`config.mk`:
```
export PLATFORM = sky130hd
export DESIGN_NAME = serial_rx_message_delimiter
export DESIGN_NICKNAME = d
export VERILOG_FILES = /design/src/logic/srmd_pkg.sv /design/src/logic/serial_rx_message_delimiter.sv
export VERILOG_INCLUDE_DIRS = /design/src /design/src/logic
export SDC_FILE = /design/constraint.sdc
export NUM_CORES = 2
export LEC_CHECK = 0
export BUFFER_PORTS_ARGS = -buffer_cell sky130_fd_sc_hd__buf_2
export CAP_MARGIN = 0
export CORE_MARGIN = 2
export CORE_UTILIZATION = 40
export DETAILED_ROUTE_END_ITERATION = 8
export SLEW_MARGIN = 10
export SYNTH_ARGS = -nofsm -noshare
export SYNTH_HDL_FRONTEND = slang
export SYNTH_SLANG_ARGS = --single-unit
export TNS_END_PERCENT = 100
```
`constraint.sdc`:
```
create_clock -name core_clk -period 33 [get_ports core_clk]
set_input_delay 6.6 -clock core_clk [delete_from_list [all_inputs] [get_ports core_clk]]
set_output_delay 6.6 -clock core_clk [all_outputs]
set_load 0.01 [all_outputs]
```
`src/logic/srmd_cfg.svh`:
```
// Purpose: Offsets, field positions, reset values and timing of the framer
// Assumes: Byte addresses on an 8-bit register address
// Notes:   Definitions only
`ifndef SRMD_CFG_SVH
`define SRMD_CFG_SVH

// ****************************************
// Register offsets
// ****************************************
`define RA_START_MASK  8'h00
`define RA_END_MASK    8'h04
`define RA_IDLE_BITS   8'h08
`define RA_START_CHAR  8'h0C
`define RA_BAUD_DIV    8'h10
`define RA_RESP_MS     8'h14
`define RA_MSG_MS      8'h18
`define RA_GAP_BITS    8'h1C
`define RA_MAX_LEN     8'h20
`define RA_LEN_POS     8'h24
`define RA_LEN_SIZE    8'h28
`define RA_LEN_TRAIL   8'h2C
`define RA_STATUS      8'h30
`define RA_END_SEQ_LO  8'h60
`define RA_END_SEQ_HI  8'h64
`define RA_SSEQ_BASE   3'h2
`define SEQ_EN_LSB     8

// ****************************************
// Condition mask bits
// ****************************************
`define SC_CHAR   0
`define SC_ANY    1
`define SC_BREAK  2
`define SC_IDLE   3
`define SC_SEQ    4
`define EC_RESP   0
`define EC_MSG    1
`define EC_GAP    2
`define EC_MAX    3
`define EC_LEN    4
`define EC_SEQ    5

// ****************************************
// Reset values, codes and timing
// ****************************************
`define BAUD_DIV_RST   16'h5161
`define LEN_SIZE_RST   3'h1
`define HIST_MAX       3'h5
`define ERR_NONE       2'h0
`define ERR_RESP       2'h1
`define ERR_GAP        2'h2
`define ERR_LINE       2'h3
`define MS_NS          1000000
`define CLK_PERIOD_NS  5

`endif

```
`src/logic/srmd_pkg.sv`:
```
// Purpose: Types shared by the receive message framer
// Assumes: Eight-bit characters
// Notes:   Constants live in srmd_cfg.svh
package srmd_pkg;

   typedef enum logic {
      HUNT = 1'b0,
      MSG  = 1'b1
   } mode_t;

   typedef struct packed {
      logic       valid;
      logic [7:0] data;
      logic       parityErr;
      logic       framingErr;
      logic       brk;
   } rxChar_t;

   typedef struct packed {
      logic       valid;
      logic [7:0] data;
      logic       first;
   } msgChar_t;

   typedef struct packed {
      logic        valid;
      logic        err;
      logic [1:0]  code;
      logic [15:0] length;
   } msgDone_t;

   typedef struct packed {
      mode_t            mode;
      logic [7:0]       startMask;
      logic [5:0]       endMask;
      logic [15:0]      idleBits;
      logic [7:0]       startChar;
      logic [15:0]      baudDiv;
      logic [15:0]      respMs;
      logic [15:0]      msgMs;
      logic [15:0]      gapBits;
      logic [15:0]      maxLen;
      logic [15:0]      lenPos;
      logic [2:0]       lenSize;
      logic [15:0]      lenTrail;
      logic [3:0][39:0] sSeq;
      logic [3:0][4:0]  sEn;
      logic [39:0]      eSeq;
      logic [4:0]       eEn;
      logic [39:0]      hist;
      logic [2:0]       histCnt;
      logic [15:0]      baudCnt;
      logic [15:0]      bitCnt;
      logic [19:0]      msPre;
      logic [15:0]      msCnt;
      logic             respArm;
      logic             idleSeen;
      logic             breakSeen;
      logic [15:0]      count;
      logic [31:0]      lenVal;
      logic [31:0]      rdata;
      msgChar_t         outChar;
      msgDone_t         outDone;
   } state_t;

endpackage

```
`src/logic/serial_rx_message_delimiter.sv`:
```
// Purpose: Decide start and end of received messages from a char stream
// Assumes: One received character per valid pulse, at its stop bit
// Notes:   All state is one struct, registered once per enabled cycle
//
// The implementer's own choices: the register offsets and the address-and-strobe port.
`timescale 1ns/1ps
`include "srmd_cfg.svh"

module serial_rx_message_delimiter #(
   parameter int MS_CYCLES = `MS_NS / `CLK_PERIOD_NS
) (
   input  wire logic               core_clk,
   input  wire logic               rst_n,
   input  wire logic               clkEn,
   input  wire logic [7:0]         regAddr,
   input  wire logic [31:0]        regWdata,
   input  wire logic               regWr,
   input  wire logic               regRd,
   output logic [31:0]             regRdata,
   input  wire srmd_pkg::rxChar_t  rxIn,
   input  wire logic               receiveRequest,
   output srmd_pkg::msgChar_t      msgChar,
   output srmd_pkg::msgDone_t      msgDone
);
   import srmd_pkg::*;
   localparam logic [19:0] MS_PRE_LAST = 20'(MS_CYCLES - 1);
   state_t      s_q;
   state_t      s_d;
   logic [39:0] histNext;
   logic [2:0]  cntNext;
   logic [3:0]  sHit;
   logic        eHit;
   // ****************************************
   // Sequence matching
   // ****************************************
   // Newest character sits in the low byte of the history
   function automatic logic seqHit(input logic [39:0] chars,
                                   input logic [4:0]  en,
                                   input logic [39:0] h,
                                   input logic [2:0]  cnt,
                                   input logic        fullLen);
      int   hi = 4;
      int   back = 0;
      logic hit = (en != 5'h00);
      if (!fullLen) begin
         hi = 0;
         for (int i = 0; i < 5; i++) begin
            if (en[i]) begin
               hi = i;
            end
         end
      end
      for (int i = 0; i < 5; i++) begin
         if (en[i]) begin
            back = hi - i;
            if (int'(cnt) <= back || h[8*back +: 8] != chars[8*i +: 8]) begin
               hit = 1'b0;
            end
         end
      end
      return hit;
   endfunction
   assign histNext = {s_q.hist[31:0], rxIn.data};
   assign cntNext  = (s_q.histCnt == `HIST_MAX) ? `HIST_MAX
                                                : s_q.histCnt + 3'h1;
   generate
      for (genvar k = 0; k < 4; k++) begin : gSeq
         assign sHit[k] = seqHit(s_q.sSeq[k], s_q.sEn[k], histNext, cntNext,
                                 1'b0);
      end
   endgenerate
   assign eHit = seqHit(s_q.eSeq, s_q.eEn, histNext, cntNext, 1'b1);
   // ****************************************
   // Next state
   // ****************************************
   always_comb begin
      logic        baudTick;
      logic        msTick;
      logic        good;
      logic        acc;
      logic        fin;
      logic [1:0]  finCode;
      logic [15:0] newCnt;
      logic [16:0] lenLast;
      logic [31:0] lenNew;
      logic [33:0] lenTotal;
      logic        preOk;
      logic        charOk;
      logic        seqOk;
      logic [1:0]  seqIdx;
      s_d = s_q;
      acc = 1'b0;
      fin = 1'b0;
      finCode = `ERR_NONE;
      newCnt = s_q.count;
      lenNew = s_q.lenVal;
      lenTotal = 34'h0;
      seqIdx = regAddr[4:3];
      s_d.rdata = 32'h0;
      s_d.outChar.valid = 1'b0;
      s_d.outChar.first = 1'b0;
      s_d.outDone.valid = 1'b0;
      good = rxIn.valid && !rxIn.parityErr && !rxIn.framingErr;
      lenLast = 17'(s_q.lenPos) + 17'(s_q.lenSize) - 17'h00001;
      preOk = (!s_q.startMask[`SC_IDLE] || s_q.idleSeen ||
               s_q.bitCnt >= s_q.idleBits) &&
              (!s_q.startMask[`SC_BREAK] || s_q.breakSeen);
      charOk = !s_q.startMask[`SC_CHAR] || rxIn.data == s_q.startChar;
      seqOk = (s_q.startMask[`SC_SEQ +: 4] == 4'h0) ||
              ((sHit & s_q.startMask[`SC_SEQ +: 4]) != 4'h0);
      baudTick = (s_q.baudCnt >= s_q.baudDiv - 16'h0001);
      s_d.baudCnt = baudTick ? 16'h0000 : s_q.baudCnt + 16'h0001;
      msTick = (s_q.msPre >= MS_PRE_LAST);
      s_d.msPre = msTick ? 20'h00000 : s_q.msPre + 20'h00001;
      if (rxIn.valid) begin
         s_d.bitCnt = 16'h0000;
      end else if (baudTick && s_q.bitCnt != 16'hFFFF) begin
         s_d.bitCnt = s_q.bitCnt + 16'h0001;
      end
      if (msTick && s_q.msCnt != 16'hFFFF) begin
         s_d.msCnt = s_q.msCnt + 16'h0001;
      end
      // ****************************************
      // Register port
      // ****************************************
      if (regWr) begin
         if (regAddr[7:5] == `RA_SSEQ_BASE) begin
            if (!regAddr[2]) begin
               s_d.sSeq[seqIdx][31:0] = regWdata;
            end else begin
               s_d.sSeq[seqIdx][39:32] = regWdata[7:0];
               s_d.sEn[seqIdx] = regWdata[`SEQ_EN_LSB +: 5];
            end
         end
         unique case (regAddr)
            `RA_START_MASK: s_d.startMask = regWdata[7:0];
            `RA_END_MASK:   s_d.endMask = regWdata[5:0];
            `RA_IDLE_BITS:  s_d.idleBits = regWdata[15:0];
            `RA_START_CHAR: s_d.startChar = regWdata[7:0];
            `RA_BAUD_DIV:   s_d.baudDiv = regWdata[15:0];
            `RA_RESP_MS:    s_d.respMs = regWdata[15:0];
            `RA_MSG_MS:     s_d.msgMs = regWdata[15:0];
            `RA_GAP_BITS:   s_d.gapBits = regWdata[15:0];
            `RA_MAX_LEN:    s_d.maxLen = regWdata[15:0];
            `RA_LEN_POS:    s_d.lenPos = regWdata[15:0];
            `RA_LEN_TRAIL:  s_d.lenTrail = regWdata[15:0];
            `RA_END_SEQ_LO: s_d.eSeq[31:0] = regWdata;
            `RA_END_SEQ_HI: begin
               s_d.eSeq[39:32] = regWdata[7:0];
               s_d.eEn = regWdata[`SEQ_EN_LSB +: 5];
            end
            // only sizes 1, 2 and 4 are taken
            `RA_LEN_SIZE: begin
               if (regWdata == 32'h1 || regWdata == 32'h2 ||
                   regWdata == 32'h4) begin
                  s_d.lenSize = regWdata[2:0];
               end
            end
            default: ;
         endcase
      end
      if (regRd) begin
         if (regAddr[7:5] == `RA_SSEQ_BASE) begin
            s_d.rdata = regAddr[2] ?
               {19'h0, s_q.sEn[seqIdx], s_q.sSeq[seqIdx][39:32]} :
               s_q.sSeq[seqIdx][31:0];
         end
         unique case (regAddr)
            `RA_START_MASK: s_d.rdata = {24'h0, s_q.startMask};
            `RA_END_MASK:   s_d.rdata = {26'h0, s_q.endMask};
            `RA_IDLE_BITS:  s_d.rdata = {16'h0, s_q.idleBits};
            `RA_START_CHAR: s_d.rdata = {24'h0, s_q.startChar};
            `RA_BAUD_DIV:   s_d.rdata = {16'h0, s_q.baudDiv};
            `RA_RESP_MS:    s_d.rdata = {16'h0, s_q.respMs};
            `RA_MSG_MS:     s_d.rdata = {16'h0, s_q.msgMs};
            `RA_GAP_BITS:   s_d.rdata = {16'h0, s_q.gapBits};
            `RA_MAX_LEN:    s_d.rdata = {16'h0, s_q.maxLen};
            `RA_LEN_POS:    s_d.rdata = {16'h0, s_q.lenPos};
            `RA_LEN_SIZE:   s_d.rdata = {29'h0, s_q.lenSize};
            `RA_LEN_TRAIL:  s_d.rdata = {16'h0, s_q.lenTrail};
            `RA_END_SEQ_LO: s_d.rdata = s_q.eSeq[31:0];
            `RA_END_SEQ_HI: s_d.rdata = {19'h0, s_q.eEn, s_q.eSeq[39:32]};
            `RA_STATUS: s_d.rdata = {9'h0, s_q.histCnt, s_q.breakSeen,
                                     s_q.idleSeen, s_q.respArm, s_q.mode,
                                     s_q.count};
            default: ;
         endcase
      end
      // ****************************************
      // Framing
      // ****************************************
      // first arrival disarms response check only
      if (good) begin
         s_d.respArm = 1'b0;
      end
      unique case (s_q.mode)
         HUNT: begin
            // idle line latched once quiet long enough
            if (s_q.startMask[`SC_IDLE] && s_q.bitCnt >= s_q.idleBits) begin
               s_d.idleSeen = 1'b1;
            end
            if (rxIn.brk) begin
               s_d.breakSeen = 1'b1;
            end
            if (rxIn.valid && !good) begin
               s_d.histCnt = 3'h0;
            end else if (s_q.endMask[`EC_GAP] && s_q.histCnt != 3'h0 &&
                         s_q.bitCnt > s_q.gapBits) begin
               s_d.histCnt = 3'h0;
            end else if (good) begin
               s_d.hist = histNext;
               s_d.histCnt = cntNext;
            end
            if (good && preOk && charOk && seqOk &&
                s_q.startMask != 8'h00) begin
               s_d.mode = MSG;
               acc = 1'b1;
               newCnt = 16'h0001;
               lenNew = 32'h0;
               s_d.msCnt = 16'h0000;
               s_d.idleSeen = 1'b0;
               s_d.breakSeen = 1'b0;
               s_d.histCnt = 3'h1;
            end
            // no character before the response limit
            if (s_q.respArm && !good && s_q.msCnt >= s_q.respMs) begin
               s_d.respArm = 1'b0;
               s_d.outDone.valid = 1'b1;
               s_d.outDone.err = 1'b1;
               s_d.outDone.code = `ERR_RESP;
               s_d.outDone.length = 16'h0000;
            end
            if (receiveRequest) begin
               s_d.respArm = s_q.endMask[`EC_RESP];
               s_d.msCnt = 16'h0000;
            end
         end
         MSG: begin
            if (rxIn.valid && !good) begin
               fin = 1'b1;
               finCode = `ERR_LINE;
            end else if (good) begin
               acc = 1'b1;
               newCnt = (s_q.count == 16'hFFFF) ? s_q.count
                                                : s_q.count + 16'h0001;
               s_d.hist = histNext;
               s_d.histCnt = cntNext;
            end else if (s_q.endMask[`EC_GAP] &&
                         s_q.bitCnt > s_q.gapBits) begin
               fin = 1'b1;
               finCode = `ERR_GAP;
            end else if (s_q.endMask[`EC_MSG] &&
                         s_q.msCnt >= s_q.msgMs) begin
               fin = 1'b1;
            end
         end
      endcase
      if (acc) begin
         s_d.outChar.valid = 1'b1;
         s_d.outChar.data = rxIn.data;
         s_d.outChar.first = (s_q.mode == HUNT);
         s_d.count = newCnt;
         // big-endian length capture from position N
         if (s_q.lenPos != 16'h0000 && newCnt >= s_q.lenPos &&
             17'(newCnt) <= lenLast) begin
            lenNew = {lenNew[23:0], rxIn.data};
         end
         s_d.lenVal = lenNew;
         // position, length and trailer all received
         lenTotal = 34'(lenLast) + 34'(lenNew) + 34'(s_q.lenTrail);
         if (s_q.endMask[`EC_MAX] && newCnt >= s_q.maxLen) begin
            fin = 1'b1;
         end
         if (s_q.endMask[`EC_LEN] && s_q.lenPos != 16'h0000 &&
             17'(newCnt) >= lenLast && 34'(newCnt) >= lenTotal) begin
            fin = 1'b1;
         end
         if (s_q.endMask[`EC_SEQ] && eHit) begin
            fin = 1'b1;
         end
      end
      if (fin) begin
         s_d.mode = HUNT;
         s_d.histCnt = 3'h0;
         s_d.outDone.valid = 1'b1;
         s_d.outDone.err = (finCode != `ERR_NONE);
         s_d.outDone.code = finCode;
         s_d.outDone.length = newCnt;
      end
   end
   // ****************************************
   // State register
   // ****************************************
   always_ff @(posedge core_clk or negedge rst_n) begin
      if (!rst_n) begin
         s_q <= '0;
         s_q.baudDiv <= `BAUD_DIV_RST;
         s_q.lenSize <= `LEN_SIZE_RST;
      end else if (clkEn) begin
         s_q <= s_d;
      end
   end
   assign regRdata = s_q.rdata;
   assign msgChar  = s_q.outChar;
   assign msgDone  = s_q.outDone;
endmodule

```
==> results.txt <==
----------------------------------------------------
[Run status]
  Result of the run ... finished clean

[Floorplan]
  Height of the die ... 336 um
  Number of ports placed on the die boundary ... 120
  Starting density of the core ... 40.4%
  Rows ... ~120
  Area enclosed by the die boundary ... 113000 um^2
  Placeable core region ... 109000 um^2
  Die X-Extent ... 336 um

[Clocking]
  Cell chosen for the clock root ... clkbuf_16
  Number of gates given a new drive strength after cts ... 0
  Post-CTS setup buffers ... 0
  CTS tree ... yes
  Clk slew on worst S/H paths ... 60 ps
  Inserted Clock Buffers ... 73
  Total number of clock tree sinks ... 595
  Hold-fix buffers at CTS ... 0
  Clk Latency, worst-skew pair ... ~680 ps
  CTS max path bufs ... 3
  CTS HTree Levels ... 3

[Detailed routing]
  DRT antenna net count ... 0
  First-pass DRT Iterations ... 9
  Remaining routing DRC violations ... 0
  Iteration-0 DRC count of the detailed router ... between 5000 and 6000
  Total wire length ... 185000 um
  Vias after detailed routing ... 39500
  Routed wire length per instance ... 30.3 um
  Per-cell via count in the routed design ... between 6 and 7

[Final layout]
  Share of layout cells above drive strength 1 ... a little under a fifth
  Highest-count cells in the layout ignoring fill and taps ... dfrtp_1, mux2_2, nand2_1
  Final nets ... 4898
  Leading cell type in the layout, fill and taps excluded ... dfrtp_1
  Post-synthesis to final-layout area growth ... 9.15%
  Layout Utilization ... between 40 and 50%
  Number of standard cells in the layout, taps in and fillers out ... between 6000 and 7000

[Global routing]
  Global-route wire length before repair ... ~270000 um
  Global-route usage over all layers ... 32.1%
  Largest net degree at the start of global routing ... between 150 and 200
  Global route total overflow ... 0
  Antenna violations before repair ... 12
  Vias in the first global route ... 36900

[Power]
  Part of the power in registers ... 32.0%
  Power share of the clock group ... between 30% and 40%
  Switching power summed over all nets ... ~0.0011 W
  Sw frac ... 39.8%
  Pleak ... 21.7 nW
  Worst vdd rail ir drop ... 36.1 uV
  Power per cell area ... ~57 nW/um^2
  Power after layout ... 0.00273 W
  Share of total power in combinational logic ... between 30% and 40%
  Pint ... 0.00165 W

[Worst setup path]
  Top fanout value on the critical path ... 40
  Biggest cell delay along the critical path ... between 700 and 800 ps
  Arr. time, crit path ... roughly 19000 ps
  Type of destination of the critical path ... register
  Slowest library cell on the worst path ... o41ai_1
  Critical Path Most Common Cell ... a21oi_1
  Start-to-end type of the worst setup path ... in -> reg
  Required time of the worst setup path ... 33530 ps
  FF-to-FF path depth ... 52
  Critical path launch point type ... primary input

[STA]
  Final Hold Violating Endpoints ... 0
  Shortest period the worst path allows ... roughly 19000 ps
  Slew Limit Headroom ... between 10% and 20%
  Clock Skews ... 43.6 ps
  Setup repair after global routing missed its margin ... false
  Max Slew Vio Count ... 0
  Worst Tran Pin Value ... 1270 ps
  Count of final setup violators ... 0
  Final worst hold slack ... approximately 470 ps
  Total negative slack for setup checks ... 0 ps
  Period utilization ... between 50% and 60%
  F_max ... approximately 0.053 GHz

[Min path]
  Hold/Removal Path Class ... reg -> reg
  Worst Hold Depth ... 1

[Logic synthesis]
  Library cells used by synthesis ... about 110
  Count of mapped cells out of synthesis ... about 4700
  Synthesis Warnings ... 0
  Sequential cell area fraction in the yosys report ... 33.8%
  Post-synthesis sequential element count ... 595
  Average cell area after synthesis ... 9.45 um^2
  EDFF count, synth ... 0
  Syn_nets ... 5001
  Post-Synthesis Cell Area ... about 44000 um^2
  Async SR Flop Fraction ... 100%
  Primary FF master, synth ... dfrtp_1

[Placed design]
  Detailed placement HPWL ... 131000 um
  Port Buf Inserts ... 119
  DP Cell Count ... 5969
  Weighted congestion reported at the end of routability-driven placement ... around 1.0

[Flow run]
  # Max-Cap Violations ... 0

----------------------------------------------------
through the flow:
step / instance area [um^2] / setup WS [ps]
floorplan: 44100 / 16480
finish: 48200 / 14130
global placement: 45600 / 14000
detailed placement: 45600 / 13840
global route: 48200 / 13340
CTS: 48200 / 14480
synth_stat cells, drive strengths merged, types with 49 or more instances:
library cell  instances  area, um^2
mux2i               114        1140
xor2                109         955
a21oi               186         961
clkbuf              245         922
nor2                240         911
nand2               358        1340
nand4                78         488
ha                  254        3180
dfrtp               588       14700
xnor2               152        1330
a21o                 65         489
and3                 49         307
mux2                413        4650
nand3               130         656
buf                 151         892
inv                 250         938
a22oi                95         713
nor3                 72         370
o21ai               232        1160
final timing paths:
check	slack, ps	from	endpoint
min in group asynchronous	6030	rst_n	s_q[142]
worst max-delay path	14130	rxIn[10]	msgDone[10]
worst min-delay path	470	regRdata[14]	regRdata[14]
worst min register to register	470	regRdata[14]	regRdata[14]
max in group asynchronous	24600	rst_n	s_q[278]
worst max register to register	17730	s_q[276]	msgDone[10]
kinds of logic (layout without fill, tap and decap cells):
kind of cell               Yosys count  after routing  synth area share (%)
muxes                              573            573                  15.5
other                                0              2                     0
DFF                                595            595                  33.8
AOI/OAI and AO/OA                 1120           1120                  17.8
buffers and inverters              654            604                  6.31
and+or+nand+nor                   1196           1196                  13.5
adders and majority gates          272            272                  8.02
xor gates and xnor gates           261            261                  5.18
sequential cells by signal (all words and copies together) (netlist names):
register and cells:
s_q 501, histNext 32, msgChar 10, msgDone 20, regRdata 32
power by group through the flow:
stage / sequential [W] / combinational [W] / clock (W)
2_1_floorplan: 0.000832 / 0.000641 / 0
3_3_place_gp: 0.000883 / 0.000937 / 0
3_5_place_dp: 0.000884 / 0.000943 / 0
4_1_cts: 0.000870 / 0.000946 / 0.000884
5_1_grt: 0.000878 / 0.00104 / 0.000916
6_report: 0.000876 / 0.000983 / 0.000875
routing by layer:
layer	track usage, %	part of all wire [%]	up-vias
met1	42.0	39	19500
li1	-	-	16900
met4	20.2	7.7	12
met3	7.21	10	674
met5	0	0.051	-
met2	48.1	43	2434
cell type report:
| class | instances | area, um^2 |
|---|---|---|
| Antenna cell | 2 | 5.00 |
| Clock buffer | 92 | 2020 |
| Clock inverter | 36 | 547 |
| Fill cell | 10500 | 61000 |
| Inverter | 258 | 968 |
| Multi-Input combinational cell | 3422 | 26500 |
| Sequential cell | 595 | 14900 |
| Tap cell | 1476 | 1850 |
| Timing Repair Buffer | 218 | 1360 |
critical path: cells and delay by family:
family          cells  cell delay, ps
mux                 2             760
xor+xnor            1              90
buf+inv             2             800
fa+ha+maj           5            1750
compound gates     22            4700
simple gates       15            4630
Power figures use the tool's default switching activity.
